<file path="config.mk">
export PLATFORM = sky130hd
export DESIGN_NAME = aux_digital_io_mux
export DESIGN_NICKNAME = d
export VERILOG_FILES = /design/src/hdl/aux_dio_pkg.sv /design/src/hdl/aux_digital_io_mux.sv
export SDC_FILE = /design/constraint.sdc
export NUM_CORES = 1
export LEC_CHECK = 0
export BUFFER_PORTS_ARGS = -buffer_cell sky130_fd_sc_hd__buf_2
export CORE_MARGIN = 2
export CORE_UTILIZATION = 40
export CTS_CLUSTER_DIAMETER = 120
export DETAILED_ROUTE_END_ITERATION = 7
export MAX_ROUTING_LAYER = met4
export PLACE_DENSITY_LB_ADDON = 0.15
export SLEW_MARGIN = 15
export SYNTH_ARGS = -nofsm -noshare
export SYNTH_HDL_FRONTEND = slang
export SYNTH_SLANG_ARGS = --single-unit
</file>
<file path="constraint.sdc">
create_clock -name i_clk -period 7 [get_ports i_clk]
set_input_delay 0.7 -clock i_clk [delete_from_list [all_inputs] [get_ports i_clk]]
set_output_delay 0.7 -clock i_clk [all_outputs]
set_load 0.03 [all_outputs]
</file>
<file path="src/hdl/aux_dio_pkg.sv">
// package for the auxiliary digital i/o block: register map, field layouts,
// reset values, source selector codes and timing constants.
// assumes a 100 MHz system clock and a 32-bit avalon-mm register bus.
package aux_dio_pkg;

   ////////////////////////////////////////////////////////////////////////////
   // clocking and filter timing
   localparam int unsigned CLK_HZ          = 100_000_000;
   localparam int unsigned MS_PER_S        = 1000;
   localparam int unsigned FILTER_MS_MAX   = 10_000_000;
   // cycles per millisecond tick, derived from the clock rate
   localparam int unsigned CYC_PER_MS      = CLK_HZ / MS_PER_S;
   localparam int unsigned TICK_W          = 17;
   localparam int unsigned FILT_W          = 24;

   ////////////////////////////////////////////////////////////////////////////
   // channel counts and widths
   localparam int unsigned N_IN            = 3;
   localparam int unsigned N_OUT           = 4;
   localparam int unsigned SEL_W           = 4;

   ////////////////////////////////////////////////////////////////////////////
   // register byte addresses
   localparam logic [7:0] OUT_SEL_OFS      = 8'h00; // 4 bits per output
   localparam logic [7:0] OUT_INV_OFS      = 8'h04;
   localparam logic [7:0] OUT_STATE_OFS    = 8'h08;
   localparam logic [7:0] IN_STATE_OFS     = 8'h0C;
   localparam logic [7:0] FILT0_OFS        = 8'h10; // +4 per input channel
   localparam logic [7:0] IRQ_STAT_OFS     = 8'h20;
   localparam logic [7:0] IRQ_EN_OFS       = 8'h24;
   localparam logic [7:0] IRQ_CLR_OFS      = 8'h28;

   // status layout: bits [2:0] rising, bits [6:4] falling
   localparam int unsigned RISE_POS        = 0;
   localparam int unsigned FALL_POS        = 4;

   ////////////////////////////////////////////////////////////////////////////
   // reset values
   localparam logic [15:0] OUT_SEL_RST     = 16'h0000;
   localparam logic [3:0]  OUT_INV_RST     = 4'h0;
   localparam logic [23:0] FILT_RST        = 24'h000000;
   localparam logic [31:0] UNMAPPED_RDATA  = 32'h00000000;

   ////////////////////////////////////////////////////////////////////////////
   // output source selector codes
   localparam logic [3:0] SRC_LOW          = 4'h0;
   localparam logic [3:0] SRC_HIGH         = 4'h1;
   localparam logic [3:0] SRC_FAULT        = 4'h2;
   localparam logic [3:0] SRC_PHASE        = 4'h3;
   localparam logic [3:0] SRC_RELAY        = 4'h4;
   localparam logic [3:0] SRC_PROGRAM      = 4'h5;
   localparam logic [3:0] SRC_REMOTE       = 4'h6;
   localparam logic [3:0] SRC_TRANSIENT    = 4'h7;
   localparam logic [3:0] SRC_COUPLING     = 4'h8;

endpackage

</file>
<file path="src/hdl/aux_digital_io_mux.sv">
// auxiliary digital i/o: three filtered edge-detecting inputs and four
// source-selected outputs, two of them open drain, with an avalon-mm slave.
// assumes pins and status flags are synchronous-safe levels; inputs are
// still passed through a two-stage synchroniser.
//
// The implementer's own choices: the placing of the registers and the Avalon-MM interface to the registers.
`timescale 1ns/1ps
`default_nettype none

// Notes on behaviour
// - each output driven by its source selector
// - fault source: 1 when fault occurred
// - phase source: 1 for single-phase configuration
// - relay source: 1 while output relay enabled
// - program source: 1 with steady-state program selected
// - remote source: 1 under remote control
// - transient source: 1 running, paused or stepping
// - coupling source: 1 when transformer coupled
// - per-output polarity invert complements source level
// - present output levels readable as status
// - rising input edges fire per-channel action event
// - falling input edges fire separate action event
// - filter length zero to ten million ms
// - open-drain outputs: 1 pulls pin low
module aux_digital_io_mux #(
   parameter int unsigned CYC_PER_MS = aux_dio_pkg::CYC_PER_MS
)(
   input  wire logic        i_clk,
   input  wire logic        i_nrst,
   // avalon-mm slave
   input  wire logic [7:0]  i_address,
   input  wire logic        i_read,
   input  wire logic        i_write,
   input  wire logic [31:0] i_writedata,
   input  wire logic [3:0]  i_byteenable,
   output logic [31:0]      o_readdata,
   output logic             o_waitrequest,
   output logic             o_irq,
   // unit status conditions
   input  wire logic        i_fault_flag,
   input  wire logic        i_single_phase_config_flag,
   input  wire logic        i_relay_enabled_flag,
   input  wire logic        i_program_flag,
   input  wire logic        i_remote_flag,
   input  wire logic        i_transient_active_flag,
   input  wire logic        i_transformer_coupled_flag,
   // digital input pins
   input  wire logic [2:0]  i_din,
   output logic [2:0]       o_rise_event,
   output logic [2:0]       o_fall_event,
   // digital outputs: two push-pull, two open drain
   output logic [1:0]       o_ttl_out,
   output logic             o_open_drain_out_a_o,
   output logic             o_open_drain_out_a_oe,
   output logic             o_open_drain_out_b_o,
   output logic             o_open_drain_out_b_oe
);

   ////////////////////////////////////////////////////////////////////////////
   // registers
   logic [15:0]            out_sel_reg;
   logic [3:0]             out_inv_reg;
   logic [3:0]             out_level_reg;
   logic [23:0]            filt_len_reg [3];
   logic [2:0]             sync1_reg;
   logic [2:0]             sync2_reg;
   logic [2:0]             filt_level_reg;
   logic [23:0]            stable_cnt_reg [3];
   logic [16:0]            tick_cnt_reg;
   logic                   ms_tick;
   logic [6:0]             irq_stat_reg;
   logic [6:0]             irq_en_reg;
   logic [6:0]             ev_set;
   logic                   wr_ack_reg;
   logic                   rd_ack_reg;
   logic [3:0]             src_level;

   // one wait state on every access keeps read data registered
   assign o_waitrequest = (i_read & ~rd_ack_reg) | (i_write & ~wr_ack_reg);

   always_ff @(posedge i_clk or negedge i_nrst)
   begin
      if (!i_nrst)
      begin
         wr_ack_reg <= 1'b0;
         rd_ack_reg <= 1'b0;
      end
      else
      begin
         wr_ack_reg <= i_write & ~wr_ack_reg;
         rd_ack_reg <= i_read & ~rd_ack_reg;
      end
   end

   ////////////////////////////////////////////////////////////////////////////
   // configuration writes
   // reset defaults
   always_ff @(posedge i_clk or negedge i_nrst)
   begin
      if (!i_nrst)
      begin
         out_sel_reg <= aux_dio_pkg::OUT_SEL_RST;
         out_inv_reg <= aux_dio_pkg::OUT_INV_RST;
         irq_en_reg  <= 7'h00;
         for (int k = 0; k < 3; k++)
            filt_len_reg[k] <= aux_dio_pkg::FILT_RST;
      end
      // writes land on the second cycle, the edge where waitrequest is low
      else if (i_write && wr_ack_reg)
      begin
         if (i_address == aux_dio_pkg::OUT_SEL_OFS)
         begin
            if (i_byteenable[0])
               out_sel_reg[7:0] <= i_writedata[7:0];
            if (i_byteenable[1])
               out_sel_reg[15:8] <= i_writedata[15:8];
         end
         else if (i_address == aux_dio_pkg::OUT_INV_OFS)
         begin
            if (i_byteenable[0])
               out_inv_reg <= i_writedata[3:0];
         end
         else if (i_address == aux_dio_pkg::IRQ_EN_OFS)
         begin
            if (i_byteenable[0])
               irq_en_reg <= i_writedata[6:0];
         end
         else
         begin
            for (int k = 0; k < 3; k++)
            begin
               if (i_address == aux_dio_pkg::FILT0_OFS + 8'(4 * k))
               begin
                  // length saturates at the top of range
                  if (i_writedata[23:0] > 24'(aux_dio_pkg::FILTER_MS_MAX))
                     filt_len_reg[k] <= 24'(aux_dio_pkg::FILTER_MS_MAX);
                  else
                     filt_len_reg[k] <= i_writedata[23:0];
               end
            end
         end
      end
   end

   ////////////////////////////////////////////////////////////////////////////
   // millisecond tick for the input filters
   assign ms_tick = (tick_cnt_reg == 17'(CYC_PER_MS - 1));

   always_ff @(posedge i_clk or negedge i_nrst)
   begin
      if (!i_nrst)
         tick_cnt_reg <= 17'h00000;
      else if (ms_tick)
         tick_cnt_reg <= 17'h00000;
      else
         tick_cnt_reg <= tick_cnt_reg + 17'h00001;
   end

   ////////////////////////////////////////////////////////////////////////////
   // input synchroniser; first stage feeds only the second
   // two-stage sync
   always_ff @(posedge i_clk or negedge i_nrst)
   begin
      if (!i_nrst)
      begin
         sync1_reg <= 3'h0;
         sync2_reg <= 3'h0;
      end
      else
      begin
         sync1_reg <= i_din;
         sync2_reg <= sync1_reg;
      end
   end

   ////////////////////////////////////////////////////////////////////////////
   // per-input glitch filter and edge events
   // ms granularity: stability is counted in whole ticks, so a pulse may pass
   // up to one ms short of the setting
   genvar g;
   generate
      for (g = 0; g < 3; g++)
      begin : g_in
         // level changes after stable filter length
         always_ff @(posedge i_clk or negedge i_nrst)
         begin
            if (!i_nrst)
            begin
               filt_level_reg[g]  <= 1'b0;
               stable_cnt_reg[g]  <= 24'h000000;
            end
            else if (sync2_reg[g] == filt_level_reg[g])
               stable_cnt_reg[g] <= 24'h000000;
            else if (stable_cnt_reg[g] >= filt_len_reg[g])
            begin
               filt_level_reg[g] <= sync2_reg[g];
               stable_cnt_reg[g] <= 24'h000000;
            end
            else if (ms_tick)
               stable_cnt_reg[g] <= stable_cnt_reg[g] + 24'h000001;
         end

         assign ev_set[aux_dio_pkg::RISE_POS + g] = (sync2_reg[g] != filt_level_reg[g])
            && (stable_cnt_reg[g] >= filt_len_reg[g]) && sync2_reg[g];
         assign ev_set[aux_dio_pkg::FALL_POS + g] = (sync2_reg[g] != filt_level_reg[g])
            && (stable_cnt_reg[g] >= filt_len_reg[g]) && !sync2_reg[g];
      end
   endgenerate
   assign ev_set[3] = 1'b0; // unused gap in the layout

   // event pulses as registered outputs
   always_ff @(posedge i_clk or negedge i_nrst)
   begin
      if (!i_nrst)
      begin
         o_rise_event <= 3'h0;
         o_fall_event <= 3'h0;
      end
      else
      begin
         o_rise_event <= ev_set[2:0];
         o_fall_event <= ev_set[6:4];
      end
   end

   ////////////////////////////////////////////////////////////////////////////
   // sticky event status; a set in the clear cycle wins
   always_ff @(posedge i_clk or negedge i_nrst)
   begin
      if (!i_nrst)
         irq_stat_reg <= 7'h00;
      else if (i_write && wr_ack_reg && i_address == aux_dio_pkg::IRQ_CLR_OFS && i_byteenable[0])
         irq_stat_reg <= (irq_stat_reg & ~i_writedata[6:0]) | ev_set;
      else
         irq_stat_reg <= irq_stat_reg | ev_set;
   end

   assign o_irq = |(irq_stat_reg & irq_en_reg);

   ////////////////////////////////////////////////////////////////////////////
   // output source selection
   generate
      for (g = 0; g < 4; g++)
      begin : g_out
         always_comb
         begin
            case (out_sel_reg[4*g +: 4])
               aux_dio_pkg::SRC_HIGH:      src_level[g] = 1'b1;
               aux_dio_pkg::SRC_FAULT:     src_level[g] = i_fault_flag;
               aux_dio_pkg::SRC_PHASE:     src_level[g] = i_single_phase_config_flag;
               aux_dio_pkg::SRC_RELAY:     src_level[g] = i_relay_enabled_flag;
               aux_dio_pkg::SRC_PROGRAM:   src_level[g] = i_program_flag;
               aux_dio_pkg::SRC_REMOTE:    src_level[g] = i_remote_flag;
               aux_dio_pkg::SRC_TRANSIENT: src_level[g] = i_transient_active_flag;
               aux_dio_pkg::SRC_COUPLING:  src_level[g] = i_transformer_coupled_flag;
               default:                    src_level[g] = 1'b0; // low and unused codes
            endcase
         end
      end
   endgenerate

   always_ff @(posedge i_clk or negedge i_nrst)
   begin
      if (!i_nrst)
         out_level_reg <= 4'h0;
      else
         out_level_reg <= src_level ^ out_inv_reg;
   end

   assign o_ttl_out = out_level_reg[1:0];
   // logic 1 turns the fet on, pulling low
   assign o_open_drain_out_a_o  = 1'b0;
   assign o_open_drain_out_a_oe = out_level_reg[2];
   assign o_open_drain_out_b_o  = 1'b0;
   assign o_open_drain_out_b_oe = out_level_reg[3];

   ////////////////////////////////////////////////////////////////////////////
   // read data, registered on the wait-state cycle
   always_ff @(posedge i_clk or negedge i_nrst)
   begin
      if (!i_nrst)
         o_readdata <= aux_dio_pkg::UNMAPPED_RDATA;
      else if (i_read && !rd_ack_reg)
      begin
         if (i_address == aux_dio_pkg::OUT_SEL_OFS)
            o_readdata <= {16'h0000, out_sel_reg};
         else if (i_address == aux_dio_pkg::OUT_INV_OFS)
            o_readdata <= {28'h0000000, out_inv_reg};
         else if (i_address == aux_dio_pkg::OUT_STATE_OFS)
            o_readdata <= {28'h0000000, out_level_reg};
         else if (i_address == aux_dio_pkg::IN_STATE_OFS)
            o_readdata <= {29'h00000000, filt_level_reg};
         else if (i_address == aux_dio_pkg::FILT0_OFS)
            o_readdata <= {8'h00, filt_len_reg[0]};
         else if (i_address == aux_dio_pkg::FILT0_OFS + 8'h04)
            o_readdata <= {8'h00, filt_len_reg[1]};
         else if (i_address == aux_dio_pkg::FILT0_OFS + 8'h08)
            o_readdata <= {8'h00, filt_len_reg[2]};
         else if (i_address == aux_dio_pkg::IRQ_STAT_OFS)
            o_readdata <= {25'h0000000, irq_stat_reg};
         else if (i_address == aux_dio_pkg::IRQ_EN_OFS)
            o_readdata <= {25'h0000000, irq_en_reg};
         else
            o_readdata <= aux_dio_pkg::UNMAPPED_RDATA;
      end
   end

endmodule
`default_nettype wire

</file>
== Word level (Yosys, flattened, before mapping) ==
Index checks and enable logic that the tools add are counted.

* Output and inout bits: 46
* Memory bits (read-only): 0
* Bits of input ports: 58
* Memories: 0
* Bits in latches: 0
* Bits in writable memories: 0
* Flip-flop bits (word level): 248

* Equality and inequality tests: 48
* Multiply operators: 0
* Muxes and demuxes: 25
* Bitwise logic cells: 17
* Divide/modulo/power cells: 0
* Shift operators: 0
* Reductions and logical operators: 32
* $lt $le $gt $ge: 4
* Add/sub/neg operators: 4

{| class="wikitable"
|+ Operators by type and width
! operator !! count
|-
| two-way mux 24 bit || 17
|-
| adder 24 x 1 -> 24 bit (second input constant) || 3
|-
| >= comparator 24 bit || 3
|-
| == test 4 x 3 -> 1 bit (second input constant) || 16
|-
| == test 4 x 2 -> 1 bit (second input constant) || 8
|-
| one-hot mux 1 bit (8 select lines) || 4
|-
| == test 8 x 5 -> 1 bit (second input constant) || 3
|-
| == test 8 x 6 -> 1 bit (second input constant) || 3
|-
| greater-than comparator 24 bit (second input constant) || 1
|-
| two-way mux 7 bit || 3
|-
| AND reduction 5 bit || 4
|-
| adder 17 x 1 -> 17 bit (second input constant) || 1
|-
| == test 17 bit (second input constant) || 1
|-
| two-way mux 17 bit || 1
|-
| == test 4 x 1 -> 1 bit (second input constant) || 4
|-
| == test 4 bit (second input constant) || 4
|-
| == test 8 x 4 -> 1 bit (second input constant) || 2
|-
| bitwise AND 7 bit || 2
|-
| bitwise OR 7 bit || 2
|-
| logical AND 1 bit || 13
|-
| nonzero test 3 bit || 3
|-
| == test 8 x 3 -> 1 bit (second input constant) || 1
|-
| zero test 8 bit || 1
|-
| inverter 1 bit || 8
|-
| 11 further kinds || 22
|}

== Depth between registers and ports, before layout ==
* Word-level depth: 10
* Gate-level depth with buffers: 10
* Depth with buffers taken out: 8

== Least setup slack after synthesis ==
No wires, ideal clock.

* Path kind: input-to-reg
* Start: input i_writedata[18]
* End: register filt_len_reg[11] in the netlist's numbering
* Stages: 7
* Setup slack: 4497 ps
* Arrival: 2382 ps
* Required time: 6879 ps
* Cells stage by stage: or3_1 > nand2b_1 > or4_1 > o211ai_2 > nor3b_1 > buf_2 > nor2_1

* Cells in the longest elaborated chain, start to end: 2

{| class="wikitable"
|+ Ends and longest elaborated chain
! item !! line !! text
|-
| start: declaration || aux_digital_io_mux.sv:34 || <nowiki>input wire logic [31:0] i_writedata,</nowiki>
|-
| greater-than comparator 24 bit || aux_digital_io_mux.sv:135 || <nowiki>if (i_writedata[23:0] > 24'(aux_dio_pkg::FILTER_MS_MAX))</nowiki>
|-
| two-way mux 24 bit || aux_digital_io_mux.sv:135 ||
|-
| end signal: indexed assignment || aux_digital_io_mux.sv:106 || <nowiki>filt_len_reg[k] <= aux_dio_pkg::FILT_RST;</nowiki>
|-
| end signal: indexed assignment || aux_digital_io_mux.sv:136 || <nowiki>filt_len_reg[k] <= 24'(aux_dio_pkg::FILTER_MS_MAX);</nowiki>
|-
| end signal: indexed assignment || aux_digital_io_mux.sv:138 || <nowiki>filt_len_reg[k] <= i_writedata[23:0];</nowiki>
|-
| end: declaration || aux_digital_io_mux.sv:64 || <nowiki>logic [23:0] filt_len_reg [3];</nowiki>
|}

Every way passes these cells.
A chain may end at the register's enable or synchronous reset.

== Worst setup path in the final report ==
* Start: register rd_ack_reg
* End: output o_waitrequest

* Cells in the longest elaborated chain, start to end: 3

{| class="wikitable"
|+ Ends and longest elaborated chain
! item !! line !! text
|-
| start: declaration || aux_digital_io_mux.sv:75 || <nowiki>logic rd_ack_reg;</nowiki>
|-
| start signal: assignment || aux_digital_io_mux.sv:91 || <nowiki>rd_ack_reg <= i_read & ~rd_ack_reg;</nowiki>
|-
| inverter 1 bit || aux_digital_io_mux.sv:79 || <nowiki>assign o_waitrequest = (i_read & ~rd_ack_reg) | (i_write & ~wr_ack_reg);</nowiki>
|-
| bitwise AND 1 bit || aux_digital_io_mux.sv:79 ||
|-
| bitwise OR 1 bit || aux_digital_io_mux.sv:79 ||
|-
| end: declaration || aux_digital_io_mux.sv:37 || <nowiki>output logic o_waitrequest,</nowiki>
|}

Every way passes these cells.

==> summary.txt <==
Routing
  • Routed Antenna Nets: 0
  • Final wirelength: about 35000 um
  • Iteration-0 DRC Markers: a little under 800
  • Wire per inst: 18.8 um
  • Pre-antenna DRT Iters: 6
  • Drt drc: 0
  • Vias/cell: about 5.4
  • Via Count: 10200

Finish
  • Fin area: 14700 sq um
  • Antenna cells: 0
  • Area taken by flip-flops and latches: between 6000 and 7000 sq um
  • Share of layout cells above drive strength 1: approximately an eighth
  • Most common cell after layout, fill and taps aside: dfrtp_1
  • Area occupied by multi-input gates: roughly 6400 sq um
  • Non-Filler Instances: 1882
  • Most frequent cells in the layout: dfrtp_1 (240), nand2_1 (145), nor2_1 (145)
  • Layout area overhead: 12.9%
  • Final nets: between 1500 and 2000
  • Filler Cell Count: 3137

Global route
  • Vias in the first global route: between 9000 and 10000
  • Largest net degree at the start of global routing: around 180
  • GRT Resource Usage Total: between 20% and 30%
  • First-pass GRT wire length: roughly 56000 um
  • GRT Residual Overflow: 0
  • Initial antenna violation count: 0

Status
  • Outcome: finished clean

Setup path
  • CP max-delay cell: clkinv_1
  • Worst Path Max Fanout: 28
  • Flop2flop setup slack: between 3 and 4 ns
  • R2R cell count: 8
  • CP Data Arrival Time: 3.37 ns
  • Critical Path Source: rd_ack_reg
  • Capture point of the worst reg-to-reg path: stable_cnt_reg[25]
  • Crit Path Class: flop to output pin
  • Crit path required time: around 6.3 ns
  • Worst setup path endpoint: o_waitrequest
  • Startpoint types: flop
  • Levels on crit path: 4
  • Crit path cell chain: nand2b_1, clkinv_1, or2_2, buf_2
  • Worst Setup End Kind: output pin
  • Crit Reg-Reg Startpoint: filt_len_reg[45]
  • Worst path max stage delay: between 0.9 and 1 ns
  • CP Buf/Inv Count: 2
  • CP delay by family, top: simple AND/OR/NAND/NOR gates

Timing
  • Worst-margin pin slew: between 1 and 1.5 ns
  • Final Setup Violations: 0
  • Final Hold Viols: 0
  • RSZ-0062 raised after global routing: false
  • Fmax: approximately 250 MHz
  • Final Cycle Share: 58.2%
  • Clock skew: ~0.021 ns
  • Max-slew headroom: around 30%
  • Tmin final: 4.07 ns
  • Min setup slack post-route: ~2.9 ns
  • Fin. max-slew vios: 0
  • TNS Setup: 0 ns

Pwr
  • Pwr dens: between 200 and 250 nW/um^2
  • Tot Pwr: 3.11 mW
  • Leak: roughly 6.6 nW
  • VDD IR max: 0.164 mV

Floorplanning
  • Initial core utilization: 40.4%
  • Cell Rows: between 60 and 70
  • Horiz. Die Dim: about 180 um
  • Die height: around 180 um
  • IO Pins: approximately 100
  • Die area: 34000 sq um
  • CORE AREA: between 30000 and 40000 sq um

Yosys
  • Syn Inst Count: between 1000 and 1500
  • Post-synth EDFFs: 0
  • Main flop type after synthesis: dfrtp_1
  • Seq/Total Area, Yosys: between 40% and 50%
  • Mapped Area: about 13000 sq um
  • Ys async rst share: 100%
  • Syn Area/Cell: 9.64 sq um
  • Seq cells post-synth: 240
  • Synth cell types: roughly 70
  • Syn. warnings: 0

CTS
  • Sink Count: 240
  • Root Driver: clkbuf_16
  • # hold bufs at CTS: 0
  • Clock slew seen by the registers of the worst setup and hold paths: approximately 0.06 ns
  • Post-CTS Setup Inserts: 0
  • Clk_lat worst skew: 0.55 ns
  • CTS H-Tree Depth: 1
  • CTS buffer count: 28
  • CTS-repair resized insts: 0
  • CTS tree: done
  • CTS Buffer Depth: 3

Place
  • Placement Setup Slack: roughly 3 ns
  • Placed cells: between 1500 and 2000
  • GPL Wtd Cong: between 0.8 and 0.9
  • DP HPWL: between 20000 and 30000 um
  • DP Area: 13800 sq um
  • I/O Buffers: 83

Run
  • Maxcap violations: 0

Hold path
  • Worst Hold Class: primary input to async pin
cell families after synthesis:
logic type | share of synthesized area, %
buffers and inverters | 5.15
other | 0.0288
xor gates and xnor gates | 5.85
DFF | 46.1
and+or+nand+nor | 18.8
adders and majority gates | 7.30
AOI/OAI and AO/OA | 11.1
muxes | 5.67
report_power, final:
part	total, mW	internal [mW]	leakage [nW]	switching, mW
Clock	1.40	0.820	0.433	0.578
Combinational	0.268	0.0716	2.93	0.196
Sequential	1.45	1.42	3.21	0.0269
Total	3.11	2.31	6.58	0.801
metrics by stage:
stage / utilization [%] / hold WS (ns)
3_3_place_gp: 42.8 / 0.336
2_1_floorplan: - / 0.331
4_1_cts: 45.6 / 0.0719
6_report: 45.6 / 0.0598
3_5_place_dp: 42.8 / 0.336
5_1_grt: 45.6 / 0.0935
how the worst min path moves through the flow:
stage / from / to / depth (start not counted)
4_1_cts: i_nrst / out_level_reg[1] / 1
6_report: i_nrst / out_level_reg[1] / 1
2_1_floorplan: sync1_reg[0] / sync2_reg[0] / 0
3_5_place_dp: sync1_reg[1] / sync2_reg[1] / 0
5_1_grt: i_nrst / o_fall_event[2] / 1
3_3_place_gp: sync1_reg[0] / sync2_reg[0] / 0
cell usage after synthesis (17+ instances only):
master | instances | area, sq um
ha_1 | 76 | 951
nand4_1 | 26 | 163
nand3_1 | 71 | 355
dfrtp_1 | 240 | 6010
a222oi_1 | 21 | 210
mux2i_1 | 30 | 300
inv_1 | 95 | 357
mux2_2 | 31 | 349
nor2_1 | 145 | 544
a21oi_1 | 53 | 265
nor3_1 | 25 | 125
clkbuf_1 | 37 | 139
nand2_1 | 145 | 544
xnor2_1 | 51 | 447
xor2_1 | 36 | 315
o21ai_0 | 37 | 185
a211oi_1 | 17 | 128
final cells by class:
class / count / area share (%)
Inverter: 96 / 2.45
Clock buffer: 46 / 5.77
Clock inverter: 4 / 0.213
Sequential cell: 240 / 40.8
Timing Repair Buffer: 94 / 3.54
Tap cell: 442 / 3.76
Multi-Input combinational cell: 960 / 43.4
layer usage:
metal | global-route usage, % | up-vias | part of all wire, % | wire [um]
li1 | - | 4884 | - | -
met3 | 2.27 | 47 | 4.3 | 1540
met1 | 30.2 | 5044 | 47 | 16800
met2 | 34.7 | 244 | 46 | 16300
met4 | 4.93 | 0 | 2.3 | 829
met5 | - | - | 0 | 0
Power figures use the tool's default switching activity.
